===== config.mk =====
export PLATFORM = sky130hd
export DESIGN_NAME = jie_exec
export DESIGN_NICKNAME = d
export VERILOG_FILES = /design/src/inc/jie_pkg.sv /design/src/jie_quarter_gen.sv /design/src/jie_exec.sv
export SDC_FILE = /design/constraint.sdc
export NUM_CORES = 1
export LEC_CHECK = 0
export BUFFER_PORTS_ARGS = -buffer_cell sky130_fd_sc_hd__clkbuf_2
export CAP_MARGIN = 20
export CORE_MARGIN = 2
export CORE_UTILIZATION = 40
export DETAILED_ROUTE_END_ITERATION = 6
export HOLD_SLACK_MARGIN = 0.12
export PLACE_DENSITY = 0.66
export SYNTH_ARGS = -nofsm -noshare
export SYNTH_HDL_FRONTEND = slang
export SYNTH_SLANG_ARGS = --single-unit
export TNS_END_PERCENT = 30

===== constraint.sdc =====
create_clock -name clock -period 2.2 [get_ports clock]
set_input_delay 0.44 -clock clock [delete_from_list [all_inputs] [get_ports clock]]
set_output_delay 0.44 -clock clock [all_outputs]
set_load 0.005 [all_outputs]

===== src/inc/jie_pkg.sv =====
// constants and types for the jump and increment execution block
package jie_pkg;
   localparam int          INSTR_W        = 14;
   localparam int          PC_W           = 13;
   localparam int          DATA_W         = 8;
   localparam int          FADDR_W        = 7;
   localparam int          QUARTERS       = 4;
   localparam int          OSC_PERIOD_NS  = 50;
   localparam int          TCY_NS         = QUARTERS * OSC_PERIOD_NS;
   localparam int          TCY_CLKS       = TCY_NS / OSC_PERIOD_NS;
   localparam logic [2:0]  JUMP_OPC       = 3'h5;
   localparam int          JUMP_OPC_LSB   = 11;
   localparam logic [5:0]  INCR_OPC       = 6'h0a;
   localparam int          INCR_OPC_LSB   = 8;
   localparam int          DEST_BIT       = 7;
   localparam int          LATCH_HI_BIT   = 4;
   localparam int          LATCH_LO_BIT   = 3;
   localparam logic [1:0]  PHASE_RST      = 2'h0;
   localparam logic [12:0] PC_RST         = 13'h0000;
   localparam logic [7:0]  DATA_RST       = 8'h00;
   typedef enum logic [3:0] {
      JIE_PH_DECODE  = 4'h1,
      JIE_PH_READ    = 4'h2,
      JIE_PH_PROCESS = 4'h4,
      JIE_PH_WRITE   = 4'h8
   } jie_phase_t;
endpackage : jie_pkg


===== src/jie_quarter_gen.sv =====
// quarter phase generator: four oscillator periods per instruction cycle
`timescale 1ns/10ps
module jie_quarter_gen (
   input  wire logic   clock,
   input  wire logic   sys_rst,
   output jie_pkg::jie_phase_t phase,
   output logic        cycleEnd
);
   logic [1:0] count;
   wire  [1:0] next_count = count + 2'h1;

   always_ff @(posedge clock or posedge sys_rst) begin
      if (sys_rst) begin
         count <= jie_pkg::PHASE_RST;
      end else begin
         count <= next_count; // RQ9
      end
   end

   assign phase    = jie_pkg::jie_phase_t'(4'h1 << count);
   assign cycleEnd = (count == 2'(jie_pkg::TCY_CLKS - 1));

   property p_four_periods;
      @(posedge clock) disable iff (sys_rst)
         cycleEnd |=> !cycleEnd [*3] ##1 cycleEnd;
   endproperty
   a_four_periods : assert property (p_four_periods) // RQ9
      else $error("instruction cycle not four periods");
endmodule : jie_quarter_gen


===== src/jie_exec.sv =====
// execution of absolute jump and register increment over four quarter phases
// Summary of operation
// RQ1 - absolute jump loads literal into pc bits 10:0
// RQ2 - pc bits 12:11 come from latch bits 4:3
// RQ3 - jump takes two cycles, flags untouched
// RQ4 - second jump cycle does nothing, discards fetch
// RQ5 - increment decodes as 001010, d bit, address
// RQ6 - d=0 writes working register, d=1 writes file
// RQ7 - increment updates zero flag only
// RQ8 - increment completes in one instruction cycle; a d=1 file write lands at the close of the next cycle's decode phase
// RQ9 - instruction cycle is four oscillator periods
`timescale 1ns/10ps
module jie_exec (
   input  wire logic        clock,
   input  wire logic        sys_rst,
   input  wire logic [13:0] instrWord,
   input  wire logic [7:0]  pcHighLatch,
   input  wire logic [7:0]  fileRdData,
   output logic [6:0]       fileAddr,
   output logic             fileRdEn,
   output logic [7:0]       fileWrData,
   output logic             fileWrEn,
   output logic [7:0]       workReg,
   output logic             zeroFlag,
   output logic             zeroWrEn,
   output logic [12:0]      pcValue,
   output logic             pcLoad,
   output logic             fetchFlush,
   output logic             quarterPhaseOne,
   output logic             cycleStart
);
   jie_pkg::jie_phase_t phase;
   logic                cycleEnd;
   logic [13:0]         instrHeld;
   logic                flushCycle;
   logic [7:0]          incData;
   logic [7:0]          incResult;

   jie_quarter_gen u_quarter (
      .clock    (clock),
      .sys_rst  (sys_rst),
      .phase    (phase),
      .cycleEnd (cycleEnd)
   );

   // word held from the decode phase on, so later fetch changes in the cycle are harmless
   wire        inDecode    = (phase == jie_pkg::JIE_PH_DECODE);
   wire        inRead      = (phase == jie_pkg::JIE_PH_READ);
   wire        inProcess   = (phase == jie_pkg::JIE_PH_PROCESS);
   wire        inWrite     = (phase == jie_pkg::JIE_PH_WRITE);
   wire        isJump      = (instrHeld[13:jie_pkg::JUMP_OPC_LSB] == jie_pkg::JUMP_OPC); // RQ1
   wire        isIncr      = (instrHeld[13:jie_pkg::INCR_OPC_LSB] == jie_pkg::INCR_OPC); // RQ5
   // read launched from the incoming word, so the data stands in the read phase
   wire        fetchIsIncr = (instrWord[13:jie_pkg::INCR_OPC_LSB] == jie_pkg::INCR_OPC); // RQ5
   wire [6:0]  fetchAddr   = instrWord[6:0];
   wire        destFile    = instrHeld[jie_pkg::DEST_BIT];
   // cycle after a jump is dead: its word was fetched before the pc moved
   wire        active      = !flushCycle; // RQ4
   wire [6:0]  decAddr     = instrHeld[6:0];
   wire [12:0] jumpTarget  = {pcHighLatch[jie_pkg::LATCH_HI_BIT:jie_pkg::LATCH_LO_BIT],
                              instrHeld[10:0]}; // RQ1 RQ2
   wire [7:0]  sumValue    = incData + 8'h01;
   wire        doRead      = inDecode && active && fetchIsIncr;
   wire        doJumpWr    = inWrite && active && isJump;
   wire        doIncWr     = inWrite && active && isIncr; // RQ8
   wire [6:0]  next_addr   = inDecode ? fetchAddr : decAddr;
   wire        next_flush  = cycleEnd ? (active && isJump) : flushCycle; // RQ3

   always_ff @(posedge clock or posedge sys_rst) begin
      if (sys_rst) begin
         instrHeld  <= 14'h0000;
         flushCycle <= 1'b0;
      end else begin
         if (inDecode) instrHeld <= instrWord;
         flushCycle <= next_flush;
      end
   end

   always_ff @(posedge clock or posedge sys_rst) begin
      if (sys_rst) begin
         incData   <= jie_pkg::DATA_RST;
         incResult <= jie_pkg::DATA_RST;
      end else begin
         if (inRead && active && isIncr) incData <= fileRdData;
         if (inProcess && active && isIncr) incResult <= sumValue;
      end
   end

   // register file side; each strobe is one clock wide
   always_ff @(posedge clock or posedge sys_rst) begin
      if (sys_rst) begin
         fileAddr   <= 7'h00;
         fileRdEn   <= 1'b0;
         fileWrData <= jie_pkg::DATA_RST;
         fileWrEn   <= 1'b0;
      end else begin
         fileAddr   <= next_addr;
         fileRdEn   <= doRead; // RQ5
         fileWrEn   <= doIncWr && destFile; // RQ6
         fileWrData <= doIncWr ? incResult : fileWrData;
      end
   end

   // working register and zero flag, written only in the write phase of an increment
   always_ff @(posedge clock or posedge sys_rst) begin
      if (sys_rst) begin
         workReg  <= jie_pkg::DATA_RST;
         zeroFlag <= 1'b0;
         zeroWrEn <= 1'b0;
      end else begin
         if (doIncWr && !destFile) workReg <= incResult; // RQ6
         zeroWrEn <= doIncWr; // RQ7
         if (doIncWr) zeroFlag <= (incResult == 8'h00); // RQ7
      end
   end

   // pc and cycle markers; a jump never reaches the flag logic above
   always_ff @(posedge clock or posedge sys_rst) begin
      if (sys_rst) begin
         pcValue         <= jie_pkg::PC_RST;
         pcLoad          <= 1'b0;
         fetchFlush      <= 1'b0;
         quarterPhaseOne <= 1'b0;
         cycleStart      <= 1'b0;
      end else begin
         pcLoad          <= doJumpWr; // RQ3
         if (doJumpWr) pcValue <= jumpTarget;
         fetchFlush      <= doJumpWr; // RQ4
         quarterPhaseOne <= cycleEnd; // RQ9
         cycleStart      <= cycleEnd;
      end
   end

   // checks on what the block drives
   property p_jump_target;
      @(posedge clock) disable iff (sys_rst)
         doJumpWr |=> pcLoad && pcValue == $past(jumpTarget);
   endproperty
   a_jump_target : assert property (p_jump_target) // RQ1
      else $error("jump target wrong");

   property p_jump_high;
      @(posedge clock) disable iff (sys_rst)
         doJumpWr |=> pcValue[12:11] == $past(pcHighLatch[4:3]);
   endproperty
   a_jump_high : assert property (p_jump_high) // RQ2
      else $error("pc high bits not from latch");

   property p_jump_noflag;
      @(posedge clock) disable iff (sys_rst)
         doJumpWr |=> !zeroWrEn;
   endproperty
   a_jump_noflag : assert property (p_jump_noflag) // RQ3
      else $error("jump touched a flag");

   property p_jump_flush;
      @(posedge clock) disable iff (sys_rst)
         doJumpWr |=> ##1 (!pcLoad && !fileWrEn && !zeroWrEn && !fileRdEn) [*4];
   endproperty
   a_jump_flush : assert property (p_jump_flush) // RQ4
      else $error("second jump cycle not idle");

   property p_flush_span;
      @(posedge clock) disable iff (sys_rst)
         pcLoad |-> flushCycle ##4 !flushCycle;
   endproperty
   a_flush_span : assert property (p_flush_span) // RQ4
      else $error("discard not exactly one cycle");

   property p_inc_decode;
      @(posedge clock) disable iff (sys_rst)
         doIncWr |-> instrHeld[13:8] == 6'h0a;
   endproperty
   a_inc_decode : assert property (p_inc_decode) // RQ5
      else $error("increment decode wrong");

   property p_read_addr;
      @(posedge clock) disable iff (sys_rst)
         fileRdEn |-> fileAddr == $past(instrWord[6:0])
                      && $past(instrWord[13:8]) == 6'h0a;
   endproperty
   a_read_addr : assert property (p_read_addr) // RQ5
      else $error("register read not from fetched increment");

   property p_inc_dest;
      @(posedge clock) disable iff (sys_rst)
         doIncWr |=> fileWrEn == $past(destFile)
                     && (fileWrEn || workReg == $past(incResult));
   endproperty
   a_inc_dest : assert property (p_inc_dest) // RQ6
      else $error("increment destination wrong");

   property p_inc_operand;
      @(posedge clock) disable iff (sys_rst)
         doIncWr |-> incResult == $past(fileRdData, 2) + 8'h01;
   endproperty
   a_inc_operand : assert property (p_inc_operand) // RQ6
      else $error("increment result not read value plus one");

   property p_inc_zero;
      @(posedge clock) disable iff (sys_rst)
         doIncWr |=> zeroWrEn && zeroFlag == ($past(incResult) == 8'h00);
   endproperty
   a_inc_zero : assert property (p_inc_zero) // RQ7
      else $error("zero flag wrong");

   property p_inc_one;
      @(posedge clock) disable iff (sys_rst)
         fileRdEn |-> ##2 doIncWr;
   endproperty
   a_inc_one : assert property (p_inc_one) // RQ8
      else $error("increment not in one cycle");

   property p_cycle;
      @(posedge clock) disable iff (sys_rst)
         quarterPhaseOne |=> !quarterPhaseOne [*3] ##1 quarterPhaseOne;
   endproperty
   a_cycle : assert property (p_cycle) // RQ9
      else $error("quarter phase marker period wrong");

   // main scenarios
   c_jump : cover property (@(posedge clock) disable iff (sys_rst) doJumpWr);
   c_inc_w : cover property (@(posedge clock) disable iff (sys_rst) doIncWr && !destFile);
   c_inc_f : cover property (@(posedge clock) disable iff (sys_rst) doIncWr && destFile);
   c_wrap : cover property (@(posedge clock) disable iff (sys_rst) zeroWrEn && zeroFlag);
   c_discard : cover property (@(posedge clock) disable iff (sys_rst) flushCycle && inWrite);
endmodule : jie_exec


==> results of run 1 <==
[how the worst min path moves through the flow]
stage / end / start / slack [ns]
global placement: pcValue[4] / instrHeld[4] / 0.49
global route: pcValue[11] / sys_rst / 0.21
CTS: fileAddr[1] / sys_rst / 0.19
detailed placement: pcValue[4] / instrHeld[4] / 0.49
finish: pcValue[12] / sys_rst / 0.17
floorplan: incResult[0] / incData[0] / 0.46
[layout by cell type, fill, tap and decap left out, types with 2 or more instances in the layout]
cell type                    count
sky130_fd_sc_hd__a31oi_1         7
sky130_fd_sc_hd__buf_4           2
sky130_fd_sc_hd__clkbuf_2       69
sky130_fd_sc_hd__clkbuf_8       10
sky130_fd_sc_hd__clkinvlp_4      5
sky130_fd_sc_hd__dfrtp_1        75
sky130_fd_sc_hd__ha_1            6
sky130_fd_sc_hd__inv_1           7
sky130_fd_sc_hd__mux2_2         54
sky130_fd_sc_hd__nand2_1         4
sky130_fd_sc_hd__nand3_1         4
sky130_fd_sc_hd__nand3_2         3
sky130_fd_sc_hd__nor2_1          2
sky130_fd_sc_hd__nor4_1          2
sky130_fd_sc_hd__o21ai_0         5
sky130_fd_sc_hd__or3_1           3
sky130_fd_sc_hd__xnor2_1         2
[layout make-up]
type	instances	area [µm²]	share of cell area, %
repair buffers	72	380	10.6
clock buffers	10	138	3.82
clock inverters	6	65.1	1.81
flip-flops and latches	75	1880	52.1
multi-input cells	102	985	27.3
well taps	99	124	3.44
inverters	8	33.8	0.938
[logic make-up after synthesis]
| family | after synthesis | synth area share, % |
|---|---|---|
| buffers and inverters | 15 | 2.56 |
| flip-flops | 75 | 63.9 |
| multiplexers | 55 | 21.0 |
| AO/OA/AOI/OAI | 13 | 2.51 |
| adder cells (fa/ha/maj) | 6 | 2.56 |
| XOR/XNOR | 3 | 0.895 |
| AND/OR/NAND/NOR | 25 | 6.52 |
[registers in the layout (all words and copies together), names as in the netlist, 2 cells and up]
signal	count
incResult	8
fileAddr	7
instrHeld	14
fileWrData	8
incData	8
pcValue	13
workReg	8
u_quarter.count	2
[power by group through the flow]
stage | clock network, mW | registers, mW | logic [mW]
after floorplan | 0 | 1.56 | 0.132
after global placement | 0 | 1.56 | 0.238
after detailed placement | 0 | 1.57 | 0.243
after CTS | 1.08 | 1.54 | 0.245
after global routing | 1.15 | 1.55 | 0.272
final | 1.06 | 1.54 | 0.237
[routing by layer]
metal  share of wire, %  up-vias  global-route usage (%)
met4                1.5        0                    7.73
li1                   -      832                       -
met5                  0        -                       0
met1                 46      857                    18.3
met2                 48       40                    20.5
met3                4.8        8                    3.93
[cells in the mapped netlist, drive strengths merged]
| cell type | n | area share (%) |
|---|---|---|
| or3 | 3 | 0.64 |
| and4b | 1 | 0.34 |
| nor4bb | 1 | 0.34 |
| nor2 | 2 | 0.26 |
| nor4 | 2 | 0.43 |
| nand3 | 7 | 1.7 |
| and3 | 1 | 0.21 |
| nand2 | 4 | 0.51 |
| inv | 8 | 1.0 |
| nor4b | 1 | 0.81 |
| xor2 | 1 | 0.30 |
| a21oi | 1 | 0.17 |
| nor3b | 1 | 0.64 |
| mux2i | 1 | 0.34 |
| ha | 6 | 2.6 |
| buf | 6 | 1.4 |
| o21ai | 5 | 0.85 |
| nand4 | 2 | 0.64 |
| a31oi | 7 | 1.5 |
| mux2 | 54 | 21 |
| xnor2 | 2 | 0.60 |
| clkbuf | 1 | 0.13 |
| dfrtp | 75 | 64 |
[critical path, delay by kind of cell, from the launching register on]
family / cells / cell delay, ns
and+or+nand+nor: 2 / 0.95
DFF: 1 / 0.42
muxes: 1 / 0.37
==> results.json, run 1 <==
{
  "power.switching_uw": 674,
  "drc": 0,
  "cts_root_buffer": "sky130_fd_sc_hd__clkbuf_8",
  "x_dimension_of_the_die_um": 89.7,
  "final_max_slew_viol_count": 0,
  "crit_slowest_cell": "sky130_fd_sc_hd__nor4b_4",
  "crit_arrival_ns": 2.09,
  "timing.rr.start": "instrHeld[10]",
  "terminus_of_the_critical_flop_to_flop_path": "incResult[4]",
  "post-route-cell-area_um2": 3600,
  "num_io_pins": 76,
  "sw_frac_of_total_pct": 23.8,
  "power.sequential.fraction_pct": 54.3,
  "finalWorstSetupSlack_ns": 0.340,
  "post_cts.repair.setup_buffers": 0,
  "clock_tree_from_tritoncts": "yes",
  "wire_per_inst_um": 13.5,
  "p_leak_nw": 1.80,
  "count_of_mapped_cells_out_of_synthesis": 192,
  "cp-start-kind": "flop",
  "ctsHoldBuffers": 0,
  "synthesis.nets": 230,
  "total_power_mw": 2.83,
  "total_of_fill_cells_in_the_finished_design": 643,
  "powerDensity_nw_per_um2": 786,
  "wirelength_um": 5010,
  "global_route.usage.total_pct": 13.8,
  "syn_area_per_cell_um2": 15.3,
  "crit_end": "incResult[4]",
  "setup.reg_to_reg.worst_slack_ns": 0.34,
  "dr_total_vias": 1737,
  "global_route.overflow_total": 0,
  "place_inst": 356,
  "max_cap_violations": 0,
  "port_buffers": 69,
  "finalWorstPathRequiredPeriod_ns": 1.86,
  "synth.cell_area_um2": 2940,
  "drtAntennaViolNets": 0,
  "clock_sinks": 75,
  "max_stage_delay_ns": 0.53,
  "clockPowerShare_pct": 37.4,
  "layout-area-overhead-vs-synth_pct": 22.7,
  "worst_r2r_path_depth": 3,
  "cts_repair_resize_count": 0,
  "initial_core_util_pct": 40.9,
  "hold_path_class": "input pin to async pin",
  "hold_violations": 0,
  "power.ir.vdd_worst_mv": 0.308,
  "period_share_pct": 84.6,
  "synth_sequential_area_ratio_pct": 63.9,
  "drive_above_1_share_pct": 54.6,
  "vias_per_cell": 4.67,
  "worst-setup-path-type": "flop to flop",
  "die_h_um": 89.7,
  "dp_hpwl_um": 3580,
  "netlist-cell-type-count": 26,
  "max_freq_mhz": 538,
  "critical_path.cell_chain": "nor4b_4 > and3_1 > mux2_2",
  "final.setup.tns_ns": 0,
  "cts.htree.levels": 3,
  "initial_antenna_violation_count": 0,
  "run_status": "finished clean",
  "globalplace.congestion": 0.724,
  "endpoint_kind": "flop",
  "first_global_vias": 1693,
  "number_of_synthesis_warnings": 0,
  "fin_nets": 306,
  "max-clock-path-buffers": 2,
  "grt_start_max_net_pins": 76,
  "antenna_cells_inserted": 0,
  "finalSetupViolCount": 0,
  "timing.critical_path.fanout_max": 8,
  "cp-startpoint": "instrHeld[10]",
  "worst-slew-pin-transition_ns": 0.509,
  "timing.max_slew.rel_slack_pct": 66.0,
  "worstSkewPairLatency_ns": 0.35,
  "non_filler_instance_count_after_layout": 372,
  "p_int_mw": 2.16,
  "drt_first_iter_violations": 31,
  "row_count": 31,
  "cts_inserted_buffers": 9,
  "postPlaceCellArea_um2": 3400,
  "postSynthRegisterBits": 75,
  "worst-endpoint-required_ns": 2.43,
  "grt_pass1_wl_um": 8220,
  "comb_power_share_pct": 8.4,
  "rsz0062_at_grt": "false",
  "utilization_of_the_core_after_routing_pct": 50.2,
  "pre_cts_slack_ns": 0.334,
  "drt_pass1_iterations": 4,
  "final_hold_slack_ns": 0.171,
  "die-area_um2": 8040,
  "fin_skew_ns": 0.00771,
  "clock_pin_slew_reported_for_the_worst_setup_and_hold_paths_after_clock_tree_synthesis_ns": 0.07,
  "core_um2": 7180
}
Note: power is estimated with default switching activity, not from simulation.
==> inputs of run 2 (changes only) <==
Settings changed: PLACE_DENSITY 0.66 to not set.
Clock period 2.2 ns to 1.87 ns, I/O delays scaled along.
==> run 2 against run 1 <==
Net effect:
- clock power is 58% higher
- via count increased by 0.75%
- final cell count up 0.81%
- non-clock buffer count grew 3
- count of clock-buffer cells in the layout did not move
- power is 33% higher
- final area grew 2.8%
- combinational power grew 19%
- sequential power increased by 18%
- critical path depth did not move
==> results.json, run 2 (same netlist as run 1, synthesis figures left out) <==
{
  "cp-start-kind": "flop",
  "crit_arrival_ns": 1.95,
  "postPlaceCellArea_um2": 3420,
  "port_buffers": 69,
  "reg_top3": "instrHeld (14), pcValue (13)",
  "regArea_um2": 1880,
  "clock_sinks": 75,
  "drtAntennaViolNets": 0,
  "die-area_um2": 8040,
  "endpoint_kind": "flop",
  "global_route.usage.total_pct": 14.4,
  "drt_first_iter_violations": 51,
  "powerDensity_nw_per_um2": 1010,
  "wirelength_um": 5190,
  "global_route.overflow_total": 0,
  "worst-slew-pin-transition_ns": 0.466,
  "num_io_pins": 76,
  "cts_inserted_buffers": 9,
  "max-clock-path-buffers": 2,
  "finalWorstSetupSlack_ns": 0.159,
  "timing.critical_path.fanout_max": 9,
  "final_max_slew_viol_count": 0,
  "initial_core_util_pct": 40.9,
  "hold_violations": 0,
  "top_register": "instrHeld",
  "rsz0062_at_grt": "true",
  "row_count": 31,
  "multi_input_comb_area_um2": 992,
  "grt_pass1_wl_um": 8600,
  "grt_start_max_net_pins": 76,
  "worst-endpoint-required_ns": 2.11,
  "power.ir.vdd_worst_mv": 0.368,
  "hold_path_class": "input pin to async pin",
  "most-common-layout-cells": "sky130_fd_sc_hd__dfrtp_1, sky130_fd_sc_hd__clkbuf_2, sky130_fd_sc_hd__mux2_2",
  "largest_register_ff_count": 14,
  "cts_root_buffer": "sky130_fd_sc_hd__clkbuf_8",
  "initial_antenna_violation_count": 0,
  "drive_above_1_share_pct": 55.1,
  "final_hold_slack_ns": 0.116,
  "drc": 0,
  "post-route-cell-area_um2": 3700,
  "finalWorstPathRequiredPeriod_ns": 1.71,
  "layout-area-overhead-vs-synth_pct": 26.1,
  "timing.max_slew.rel_slack_pct": 68.9,
  "pre_cts_slack_ns": 0.0888,
  "wire_per_inst_um": 13.8,
  "worstSkewPairLatency_ns": 0.35,
  "period_share_pct": 91.5,
  "die_h_um": 89.7,
  "clock_pin_slew_reported_for_the_worst_setup_and_hold_paths_after_clock_tree_synthesis_ns": 0.08,
  "run_status": "finished clean",
  "fin_nets": 309,
  "p_leak_nw": 1.86,
  "vias_per_cell": 4.67,
  "first_global_vias": 1785,
  "finalSetupViolCount": 0,
  "globalplace.congestion": 0.726,
  "dp_hpwl_um": 3610,
  "clock_tree_from_tritoncts": "yes",
  "max_cap_violations": 0,
  "drt_pass1_iterations": 4,
  "x_dimension_of_the_die_um": 89.7,
  "dr_total_vias": 1750,
  "antenna_cells_inserted": 0,
  "max_freq_mhz": 585,
  "worst-setup-path-type": "flop to flop",
  "cts.htree.levels": 3,
  "fin_skew_ns": 0.0118,
  "core_um2": 7180,
  "mostFrequentLayoutCell": "sky130_fd_sc_hd__dfrtp_1",
  "total_of_fill_cells_in_the_finished_design": 656
}
-- run 2: area by class of cell --
cell class                 count  share of cell area (%)
tap                           99                    3.34
inverter                       8                   0.912
clock inverter                 6                    3.68
sequential                    75                    50.7
timing repair buffer          75                    10.9
clock buffer                  10                    3.72
multi-input combinational    102                    26.8
-- run 2: what timing repair did --
| item | CTS | global route |
|---|---|---|
| buffers inserted | 0 | 0 |
| hold buffers | 0 | 0 |
| gates resized for setup | 0 | 1 |
| endpoints found under the setup margin | 0 | 13 |
| endpoints found under the hold margin | 0 | 0 |
-- run 2: final timing paths --
check                                from                 end  slack [ns]  cells after the start
min in group clock         pcHighLatch[4]         pcValue[12]        0.25                      2
max                         instrHeld[12]          workReg[4]        0.16                      3
max reg2reg                 instrHeld[12]          workReg[4]        0.16                      3
max in group asynchronous         sys_rst  u_quarter.count[1]        1.45                      3
min reg2reg                    workReg[1]          workReg[1]        0.51                      1
min                               sys_rst            fileWrEn        0.12                      3
-- run 2: routing by layer --
metal	up-vias	global-route usage [%]	share of wire, %
met5	-	0	0
met3	12	2.74	3.9
met1	858	18.9	47
li1	841	-	-
met2	39	21.9	46
met4	0	8.82	2.8
-- run 2: where the power goes --
part | total [mW] | internal (mW) | switching [mW]
Combinational | 0.283 | 0.160 | 0.123
Sequential | 1.81 | 1.73 | 0.0775
Clock | 1.67 | 1.06 | 0.606
Total | 3.76 | 2.95 | 0.806
-- run 2: through the flow --
stage	setup TNS, ns	cells	power [mW]	util [%]
final	0	375	3.76	51.6
after global placement	0	359	2.12	47.7
after CTS	0	375	3.81	51.5
after floorplan	0	192	1.99	-
after detailed placement	0	359	2.13	47.7
after global routing	-0.00946	375	3.91	51.6
-- run 2: worst max-delay path, stage by stage (launching register included) --
cell,delay [ns]
sky130_fd_sc_hd__dfrtp_1,0.41
sky130_fd_sc_hd__nor3b_4,0.45
sky130_fd_sc_hd__nand4_2,0.37
sky130_fd_sc_hd__mux2_2,0.38
